==> config.mk <==
export PLATFORM = sky130hd
export DESIGN_NAME = afd_top
export DESIGN_NICKNAME = d
export VERILOG_FILES = /design/src/rtl/afd_pkg.sv /design/src/rtl/afd_delay.sv /design/src/rtl/afd_chan_detect.sv /design/src/rtl/afd_top.sv
export SDC_FILE = /design/constraint.sdc
export NUM_CORES = 1
export LEC_CHECK = 0
export BUFFER_PORTS_ARGS = -buffer_cell sky130_fd_sc_hd__buf_2
export CELL_PAD_IN_SITES_DETAIL_PLACEMENT = 0
export CELL_PAD_IN_SITES_GLOBAL_PLACEMENT = 1
export CORE_MARGIN = 2
export CORE_UTILIZATION = 46
export DETAILED_ROUTE_END_ITERATION = 10
export PLACE_DENSITY = 0.84
export SETUP_SLACK_MARGIN = 0.02
export SYNTH_ARGS = -nofsm -noshare
export SYNTH_HDL_FRONTEND = slang
export SYNTH_SLANG_ARGS = --single-unit
==> constraint.sdc <==
create_clock -name clk -period 2.87 [get_ports clk]
set_input_delay 0.287 -clock clk [delete_from_list [all_inputs] [get_ports clk]]
set_output_delay 0.287 -clock clk [all_outputs]
set_load 0.01 [all_outputs]
==> src/rtl/afd_pkg.sv <==
/*
 * constants shared by the fast-detect and overrange block: register offsets,
 * field widths, reset values and cycle figures.
 * assumes an 8-bit register port with a 12-bit address, decoded elsewhere.
 */
package afd_pkg;

	// register offsets
	localparam logic [11:0] ADDR_UPPER_LO = 12'h247;
	localparam logic [11:0] ADDR_UPPER_HI = 12'h248;
	localparam logic [11:0] ADDR_LOWER_LO = 12'h249;
	localparam logic [11:0] ADDR_LOWER_HI = 12'h24a;
	localparam logic [11:0] ADDR_DWELL_LO = 12'h24b;
	localparam logic [11:0] ADDR_DWELL_HI = 12'h24c;
	localparam logic [11:0] ADDR_OVR_CLR  = 12'h562;
	localparam logic [11:0] ADDR_OVR_STAT = 12'h563;

	// field widths
	localparam int SAMPLE_W = 14;
	localparam int THR_W    = 13;
	localparam int THR_HI_W = THR_W - 8;
	localparam int DWELL_W  = 16;
	localparam int NUM_CH   = 2;
	localparam int NUM_VC   = 8;

	// values after reset
	localparam logic [THR_W-1:0]   UPPER_RST = 13'h1fff;
	localparam logic [THR_W-1:0]   LOWER_RST = 13'h0000;
	localparam logic [DWELL_W-1:0] DWELL_RST = 16'h0001;
	localparam logic [7:0]         CLR_RST   = 8'h00;
	localparam logic [NUM_VC-1:0]  STAT_RST  = 8'h00;

	// cycle figures
	localparam int UPPER_LAT_MAX = 28;
	localparam int PIPE_LAT_DEF  = 4;

endpackage : afd_pkg

==> src/rtl/afd_delay.sv <==
/*
 * fixed-length delay line, used to keep the overrange indicator and the
 * sample it describes in step.
 * assumes D is at least one.
 */
`timescale 1ns/1ps
module afd_delay #(
	parameter int W = 1,
	parameter int D = 1
) (
	// clock and reset
	input  wire logic         clk,
	input  wire logic         rst_n,
	// data
	input  wire logic [W-1:0] din,
	output logic      [W-1:0] dout
);
	import afd_pkg::*;

	logic [W-1:0] stage [D];

	always_ff @(posedge clk) begin
		if (!rst_n) begin
			for (int i = 0; i < D; i++) begin
				stage[i] <= '0;
			end
		end else begin
			stage[0] <= din;
			for (int i = 1; i < D; i++) begin
				stage[i] <= stage[i-1];
			end
		end
	end

	assign dout = stage[D-1];

endmodule : afd_delay

==> src/rtl/afd_chan_detect.sv <==
/*
 * one channel of fast threshold detection: magnitude, upper and lower
 * comparison, dwell counter and the flag.
 * assumes one sample per clock and thresholds that change only rarely.
 */
`timescale 1ns/1ps
module afd_chan_detect (
	// clock and reset
	input  wire logic                          clk,
	input  wire logic                          rst_n,
	// converter output
	input  wire logic [afd_pkg::SAMPLE_W-1:0] sample,
	// settings
	input  wire logic [afd_pkg::THR_W-1:0]    upper,
	input  wire logic [afd_pkg::THR_W-1:0]    lower,
	input  wire logic [afd_pkg::DWELL_W-1:0]  dwell,
	// flag
	output logic                               flag
);
	import afd_pkg::*;

	localparam int LAT_BOUND = UPPER_LAT_MAX;

	logic [SAMPLE_W-1:0] mag_now;
	logic [SAMPLE_W-1:0] mag;
	logic                above;
	logic                below;
	logic [DWELL_W-1:0]  cnt;

	// two's complement negate; the most negative code lands on 2^13 exactly
	assign mag_now = sample[SAMPLE_W-1] ? SAMPLE_W'(~sample + 1'b1) : sample;
	assign above   = mag > {1'b0, upper};
	assign below   = mag < {1'b0, lower};

	always_ff @(posedge clk) begin
		if (!rst_n) begin
			mag <= '0;
		end else begin
			mag <= mag_now;
		end
	end

	always_ff @(posedge clk) begin
		if (!rst_n) begin
			flag <= 1'b0;
		end else if (above) begin
			flag <= 1'b1;
		end else if (flag && below && cnt >= dwell) begin
			flag <= 1'b0;
		end
	end

	// strictly more than dwell samples below the lower threshold clear the flag
	always_ff @(posedge clk) begin
		if (!rst_n) begin
			cnt <= '0;
		end else if (!flag || above || !below) begin
			cnt <= '0;
		end else if (cnt != '1) begin
			cnt <= cnt + 1'b1;
		end
	end
endmodule : afd_chan_detect

==> src/rtl/afd_top.sv <==
/*
 * fast threshold detection and overrange handling for a dual converter:
 * register file, two detection channels, aligned overrange and sticky status.
 * assumes the serial control port is decoded outside into single-cycle
 * register read and write strobes, and one sample per clock per channel.
 */
`timescale 1ns/1ps
module afd_top #(
	parameter int PIPE_LAT = afd_pkg::PIPE_LAT_DEF
) (
	// clock and reset
	input  wire logic                          clk,
	input  wire logic                          rst_n,
	// register port
	input  wire logic [11:0]                   reg_addr,
	input  wire logic [7:0]                    reg_wdata,
	input  wire logic                          reg_wr,
	input  wire logic                          reg_rd,
	output logic      [7:0]                    reg_rdata,
	// converter core
	input  wire logic [afd_pkg::SAMPLE_W-1:0] sample_one,
	input  wire logic [afd_pkg::SAMPLE_W-1:0] sample_two,
	input  wire logic [afd_pkg::NUM_CH-1:0]   ovr_in,
	input  wire logic [afd_pkg::NUM_VC-1:0]   vc_ovr,
	// aligned sample stream
	output logic      [afd_pkg::SAMPLE_W-1:0] sample_one_out,
	output logic      [afd_pkg::SAMPLE_W-1:0] sample_two_out,
	output logic      [afd_pkg::NUM_CH-1:0]   ovr_out,
	// fast threshold flags
	output logic                               threshold_flag_channel_one,
	output logic                               threshold_flag_channel_two
);
	import afd_pkg::*;

	logic [THR_W-1:0]    upper;
	logic [THR_W-1:0]    lower;
	logic [DWELL_W-1:0]  dwell;
	logic [7:0]          clr_ctrl;
	logic [NUM_VC-1:0]   ovr_stat;
	logic [NUM_VC-1:0]   clr_fall;
	logic [7:0]          next_rdata;
	logic [SAMPLE_W-1:0] samp [NUM_CH];
	logic [NUM_CH-1:0]   flag;
	logic [SAMPLE_W-1:0] chk_mag [NUM_CH];
	logic [NUM_CH-1:0]   over_thr;
	logic [15:0]         warm_cnt;
	logic                warm;

	assign samp[0] = sample_one;
	assign samp[1] = sample_two;

	// register writes

	always_ff @(posedge clk) begin
		if (!rst_n) begin
			upper <= UPPER_RST;
		end else if (reg_wr && reg_addr == ADDR_UPPER_LO) begin
			upper[7:0] <= reg_wdata;
		end else if (reg_wr && reg_addr == ADDR_UPPER_HI) begin
			upper[THR_W-1:8] <= reg_wdata[THR_HI_W-1:0];
		end
	end

	always_ff @(posedge clk) begin
		if (!rst_n) begin
			lower <= LOWER_RST;
		end else if (reg_wr && reg_addr == ADDR_LOWER_LO) begin
			lower[7:0] <= reg_wdata;
		end else if (reg_wr && reg_addr == ADDR_LOWER_HI) begin
			lower[THR_W-1:8] <= reg_wdata[THR_HI_W-1:0];
		end
	end

	// a dwell of zero behaves as one clear-after-first-below; software is
	// expected to keep it within 1..65535
	always_ff @(posedge clk) begin
		if (!rst_n) begin
			dwell <= DWELL_RST;
		end else if (reg_wr && reg_addr == ADDR_DWELL_LO) begin
			dwell[7:0] <= reg_wdata;
		end else if (reg_wr && reg_addr == ADDR_DWELL_HI) begin
			dwell[15:8] <= reg_wdata;
		end
	end

	always_ff @(posedge clk) begin
		if (!rst_n) begin
			clr_ctrl <= CLR_RST;
		end else if (reg_wr && reg_addr == ADDR_OVR_CLR) begin
			clr_ctrl <= reg_wdata;
		end
	end

	// clear acts on the one-to-zero step of the control bit
	assign clr_fall = clr_ctrl & ~(reg_wr && reg_addr == ADDR_OVR_CLR ? reg_wdata : clr_ctrl);

	// sticky overrange status; a new overrange beats a clear in the same cycle
	always_ff @(posedge clk) begin
		if (!rst_n) begin
			ovr_stat <= STAT_RST;
		end else begin
			ovr_stat <= (ovr_stat & ~clr_fall) | vc_ovr;
		end
	end

	// register reads, answered one clock after the strobe

	always_comb begin
		next_rdata = 8'h00;
		unique case (reg_addr)
			ADDR_UPPER_LO: next_rdata = upper[7:0];
			ADDR_UPPER_HI: next_rdata = {3'h0, upper[THR_W-1:8]};
			ADDR_LOWER_LO: next_rdata = lower[7:0];
			ADDR_LOWER_HI: next_rdata = {3'h0, lower[THR_W-1:8]};
			ADDR_DWELL_LO: next_rdata = dwell[7:0];
			ADDR_DWELL_HI: next_rdata = dwell[15:8];
			ADDR_OVR_CLR:  next_rdata = clr_ctrl;
			ADDR_OVR_STAT: next_rdata = ovr_stat;
			default:       next_rdata = 8'h00;
		endcase
	end

	always_ff @(posedge clk) begin
		if (!rst_n) begin
			reg_rdata <= 8'h00;
		end else if (reg_rd) begin
			reg_rdata <= next_rdata;
		end
	end

	// detection channels, all sharing one set of thresholds

	for (genvar c = 0; c < NUM_CH; c++) begin : g_ch
		afd_chan_detect u_det (
			.clk    (clk),
			.rst_n  (rst_n),
			.sample (samp[c]),
			.upper  (upper),
			.lower  (lower),
			.dwell  (dwell),
			.flag   (flag[c])
		);
		// check-side magnitude, worked out apart from the channel's own datapath
		assign chk_mag[c]  = samp[c][SAMPLE_W-1] ? SAMPLE_W'(-samp[c]) : samp[c];
		assign over_thr[c] = chk_mag[c] > {1'b0, upper};
	end

	assign threshold_flag_channel_one = flag[0];
	assign threshold_flag_channel_two = flag[1];

	// overrange indicator travels with its sample through equal delay lines,
	// so downstream framing sees both in the same cycle

	afd_delay #(
		.W (2 * SAMPLE_W),
		.D (PIPE_LAT)
	) u_samp_dly (
		.clk   (clk),
		.rst_n (rst_n),
		.din   ({sample_two, sample_one}),
		.dout  ({sample_two_out, sample_one_out})
	);

	afd_delay #(
		.W (NUM_CH),
		.D (PIPE_LAT)
	) u_ovr_dly (
		.clk   (clk),
		.rst_n (rst_n),
		.din   (ovr_in),
		.dout  (ovr_out)
	);

	// alignment checks look back PIPE_LAT samples, so they hold off that long
	// after reset, while the delay lines still carry reset zeros
	always_ff @(posedge clk) begin
		if (!rst_n) begin
			warm_cnt <= '0;
		end else if (!warm) begin
			warm_cnt <= warm_cnt + 16'h0001;
		end
	end

	assign warm = warm_cnt >= 16'(PIPE_LAT);
endmodule : afd_top

Yosys cells after proc, flatten, opt, wreduce, memory -nomap -nowiden:

Memories as Yosys holds them, arrays and structs flattened.
Cells that the tools add are included.

* bits in registers: 128
* memory bits (writable): 120
* bits of input ports: 62
* latch bits: 0
* ROM bits: 0
* memories: 2
* logic and storage cells: 104

* equality and inequality tests: 10
* divide/modulo/power cells: 0
* bitwise operators: 19
* $lt $le $gt $ge: 6
* multipliers: 0
* $add $sub $neg: 4
* reductions and logical operators: 28
* muxes and demuxes: 18
* shifts and indexed selects: 0

Memory list
* u_samp_dly.stage: depth 4, width 28, rd ports 4, clocked after Yosys merged registers in 0, write ports 4, RTL line afd_delay.sv:20 `logic [W-1:0] stage [D];`
* u_ovr_dly.stage: depth 4, width 2, rd ports 4, clocked after Yosys merged registers in 0, write ports 4, RTL line afd_delay.sv:20

Operators with widths (count)
* 2-to-1 mux 28 bit: 4
* == test 12 x 10 -> 1 bit (second input constant): 6
* case mux 8 bit (8 select lines): 1
* adder 16 x 1 -> 16 bit (second input constant): 2
* >= comparator 16 bit: 2
* inequality test 16 bit (second input constant): 2
* adder 14 x 1 -> 14 bit (second input constant): 2
* greater-than comparator 14 x 13 -> 1 bit: 2
* < comparator 14 x 13 -> 1 bit: 2
* NOT 14 bit: 2
* 2-to-1 mux 13 bit: 2
* == test 12 x 11 -> 1 bit (second input constant): 2
* AND 8 bit: 2
* NOT 8 bit: 2
* logical AND 1 bit: 11
* AND reduction 2 bit: 5
* 2-to-1 mux 2 bit: 4
* 2-to-1 mux 8 bit: 1
* bitwise OR 1 bit: 8
* bitwise OR 8 bit: 1
* 2-to-1 mux 1 bit: 6
* zero test 1 bit: 4
* logical OR 1 bit: 4
* NOT 1 bit: 4
* other kinds (2): 4

Longest topological paths before layout:

* depth in word-level cells: 8
* mapped depth: 9
* depth with buffers taken out: 8

By module:

Synthesis repeated with hierarchy kept, for this count alone.

* cells, all modules: 1208
* area, all modules: 11215.8 µm²

By module, submodules not included
* afd_chan_detect: instances 2, area each 2377.3 µm², seq. area each 620.6 µm², cells an instance 296
* afd_top: instances 1, area each 3191.8 µm², seq. area each 1321.3 µm², cells an instance 364
* afd_delay (u_samp_dly): instances 1, area each 3059.2 µm², seq. area each 2242.2 µm², cells an instance 236
* afd_delay (u_ovr_dly): instances 1, area each 210.2 µm², seq. area each 160.2 µm², cells an instance 16

Worst setup path after synthesis:

OpenSTA, ideal clock, no wires.

* kind: register to register
* start: register upper[11]
* end: register g_ch[0].u_det.cnt[10]
* stages on the path, launching flop included: 9
* setup slack: 0.846 ns
* required time: 2.742 ns
* path buffers: 1
* data arrival time: 1.896 ns
* path through: dfxtp_1 > inv_1 > ha_1 > nand4b_1 > or3_1 > o22a_1 > nand4_1 > clkbuf_1 > nor2_1

* word-level cells in the longest chain between the ends: 4

Ends and longest elaborated chain
* from (decl): RTL line afd_top.sv:35 `logic [THR_W-1:0] upper;`
* from (signal, indexed assignment): RTL line afd_top.sv:60 `upper[THR_W-1:8] <= reg_wdata[THR_HI_W-1:0];`
* greater-than comparator 14 x 13 -> 1 bit: RTL line afd_chan_detect.sv:32 `assign above = mag > {1'b0, upper};`
* logical OR 1 bit (2 in a row): RTL line afd_chan_detect.sv:57 `end else if (!flag || above || !below) begin`
* OR reduction 2 bit (no source line)
* to (signal assigned): RTL line afd_chan_detect.sv:60 `cnt <= cnt + 1'b1;`
* to (decl): RTL line afd_chan_detect.sv:28 `logic [DWELL_W-1:0] cnt;`

Every way passes these cells.
A chain may end at the register's enable or synchronous reset.

Worst setup path after layout:

* start: register upper[11]
* end: register g_ch[0].u_det.cnt[13]

Same word-level chain as after synthesis.

==> summary.md <==
| Metric | Value |
|---|---|
| Avg Cell Area, Syn | 9.39 µm² |
| Vias/cell | 5.24 |
| Pwr Total | 7.65 mW |
| Setup Crit Path Kind | register to register |
| Initial antenna violation count | 0 |
| Area of the multi-input gates | 5350 µm² |
| Pin count of the biggest net entering global routing | 122 |
| YS warnings | 0 |
| Die Wd | 156 µm |
| GRT Residual Overflow | 0 |
| Crit. End Element | register |
| Routed via count | 8198 |
| Final min period | 2.28 ns |
| I/O pin total | 102 |
| Clk Latency, worst-skew pair | 0.55 ns |
| H-tree depth | 1 |
| DRC viols | 0 |
| Total core area | 22700 µm² |
| CP Launch Point | upper[11]$_SDFFE_PN1P_ |
| PortBufs | 101 |
| Worst-margin pin slew | 0.637 ns |
| FF+latch area | 4920 µm² |
| Max Root-Sink Buffers | 3 |
| Antenna cells | 0 |
| Worst vdd ir | 0.347 mV |
| Min Hold Slack | 0.0268 ns |
| Clock-pin slew on the worst setup and hold paths | 0.06 ns |
| FMAX | 438 MHz |
| Layout Skew | 0.0119 ns |
| Critical path arrival | 2.74 ns |
| Leakage | 5.58 nW |
| Number of enable flip-flop cells after synthesis | 0 |
| Post-CTS setup buffers | 0 |
| Post-DP HPWL | 17900 µm |
| Worst hold start | sample_two[6] |
| Clock Tree Root | clkbuf_16 |
| Outcome | finished clean |
| Cell Count, Final, Fillers Out | 1565 |
| Post-synthesis mux area share | 3.03% |
| Post-Synth Adder-Cell Area | 10.1% |
| Post-Syn Area | 10700 µm² |
| Setup TNS Final | 0 ns |
| Die area | 24400 µm² |
| Simple-gate share of the synthesized area | 22.5% |
| Hold Fails Final Rpt | 0 |
| Clock Sinks | 246 |
| Drt total wl | 24700 µm |
| Area growth syn-to-layout | 18.8% |
| Fillers | 2063 |
| Worst Path Required | 3.32 ns |
| Top-count cell post-synth | dfxtp_1 |
| TritonCTS Buffers | 27 |
| Slew HR | 57.3% |
| Commonest cells post-synth | 246 x dfxtp_1, 119 x and2_1, 105 x nor2_1 |
| ANT nets after route | 0 |
| Critical-path maximum fanout | 16 |
| Final #Nets | 1409 |
| Flops & latches, synth | 246 |
| Synth Area in XOR/XNOR | 3.45% |
| Row count | 55 |
| Sequential share of the synthesized area | 46.2% |
| DRT Pass-1 Iters | 5 |
| Unrepaired setup endpoints after global routing | false |
| Final period utilization | 79.6% |
| Max-slew violations | 0 |
| DRT iter0 DRCs | 491 |
| # setup viols final | 0 |
| Startpoint Class | register |
| Cell count after synthesis | 1136 |
| Core Util, Final | 55.8% |
| Area leader, netlist | dfxtp_1 |
| CTS tree | yes |
| GPL Wtd Cong | 0.952 |
| Fraction of registers with async set/reset | 0% |
| Main combinational cell family by area after synthesis | simple AND/OR/NAND/NOR gates |
| Dpl cells | 1490 |
| Netlist cell types | 60 |
| Max-cap violations | 0 |
| Starting density of the core | 47.0% |
| Top post-synthesis cells by area | dfxtp_1 46%, ha_1 10%, and2_1 7.0% |
| Compound-Gate Fraction of Synth Area | 11.0% |
| GRT Total Usage | 20.4% |
| Hold Crit Class | input port to register |
| Share of the synthesized area in the top cell type | 46.2% |
| Mapped Nets | 1284 |
| Synth Flop Type | dfxtp_1 |
| Die Height | 156 µm |
| Launching point of the worst reg2reg path | upper[11]$_SDFFE_PN1P_ |
| DR WL/cell | 15.8 µm |
| First-pass GRT wire length | 39900 µm |
| Cell area power density | 604 nW/µm² |
| Vias in the first global route | 7765 |
| Layout cell share with drive strength beyond 1 | 13.0% |
## stage by stage
stage,area (µm²),worst slack (ns)
final,12700,0.585
after detailed placement,11400,0.592
after floorplan,10700,0.846
after global routing,12700,0.357
after global placement,11400,0.673
after CTS,12700,0.603
## cell usage in the layout (no fill, tap or decap), types with 29 or more instances in the layout
cell type,n
a21oi_1,63
and2_1,119
buf_2,100
dfxtp_1,246
ha_1,86
inv_1,55
mux2i_1,30
nand2_1,102
nand3_1,31
nor2_1,105
o21ai_0,30
xor2_1,29
## power by group
group          switching [mW]  internal, mW  leakage, nW  total [mW]
Sequential             0.0420          3.51         2.01        3.55
Clock                    1.39          2.27        0.468        3.66
Combinational           0.246         0.197         3.10       0.443
## layer usage
layer  global-route usage [%]  up-vias  part of all wire (%)
met5                        0        -                     0
met3                     2.82       50                   5.0
met4                     6.68        0                   2.5
met1                     28.7     3738                    48
li1                         -     4191                     -
met2                     32.3      219                    44
## cell families (layout without fill, tap and decap cells)
group,after synthesis,after routing
flip-flops,246,246
XOR/XNOR,42,42
AO/OA/AOI/OAI,176,176
buffers and inverters,98,242
multiplexers,31,31
adder cells (fa/ha/maj),86,86
AND/OR/NAND/NOR,457,457
## worst max-delay path: stages, from the launching register on
cell      delay [ns]
dfxtp_1         0.36
inv_1           0.10
ha_1            0.31
nand4b_1        0.18
nor4_1          0.37
or3_1           0.16
o22a_1          0.17
nand4_1         0.12
buf_4           0.23
a211oi_1        0.19
## area by class of cell
| type | count | area share, % |
|---|---|---|
| clock buffers | 33 | 5.75 |
| multi-input cells | 792 | 42.2 |
| repair buffers | 138 | 6.84 |
| flip-flops and latches | 246 | 38.9 |
| well taps | 285 | 2.82 |
| inverters | 56 | 1.66 |
| clock inverters | 15 | 1.86 |
## path summary, 6_finish.rpt
kind              slack (ns)                                 end  depth (start not counted)
setup reg to reg        0.59  g_ch[0].u_det.cnt[13]$_SDFFE_PP0P_                          9
hold reg to reg         0.43  u_samp_dly.stage[2][17]$_SDFF_PN0_                          1
setup / recovery        0.59  g_ch[0].u_det.cnt[13]$_SDFFE_PP0P_                          9
hold / removal          0.03  u_samp_dly.stage[0][20]$_SDFF_PN0_                          2
## repair_timing
action                    CTS  global route
hold endpoints to repair   30             0
gates resized for setup     0             0
hold buffers               27             0
## registers in the layout (all words and copies together) (netlist names)
register and flops:
g_ch.u_det.cnt 32, clr_ctrl 8, ovr_stat 8, g_ch.u_det.mag 28, u_samp_dly.stage 110, lower 13, dwell 16, upper 13
reg_rdata 8, g_ch.u_det.flag 2, u_ovr_dly.stage 8
Power figures use the tool's default switching activity.
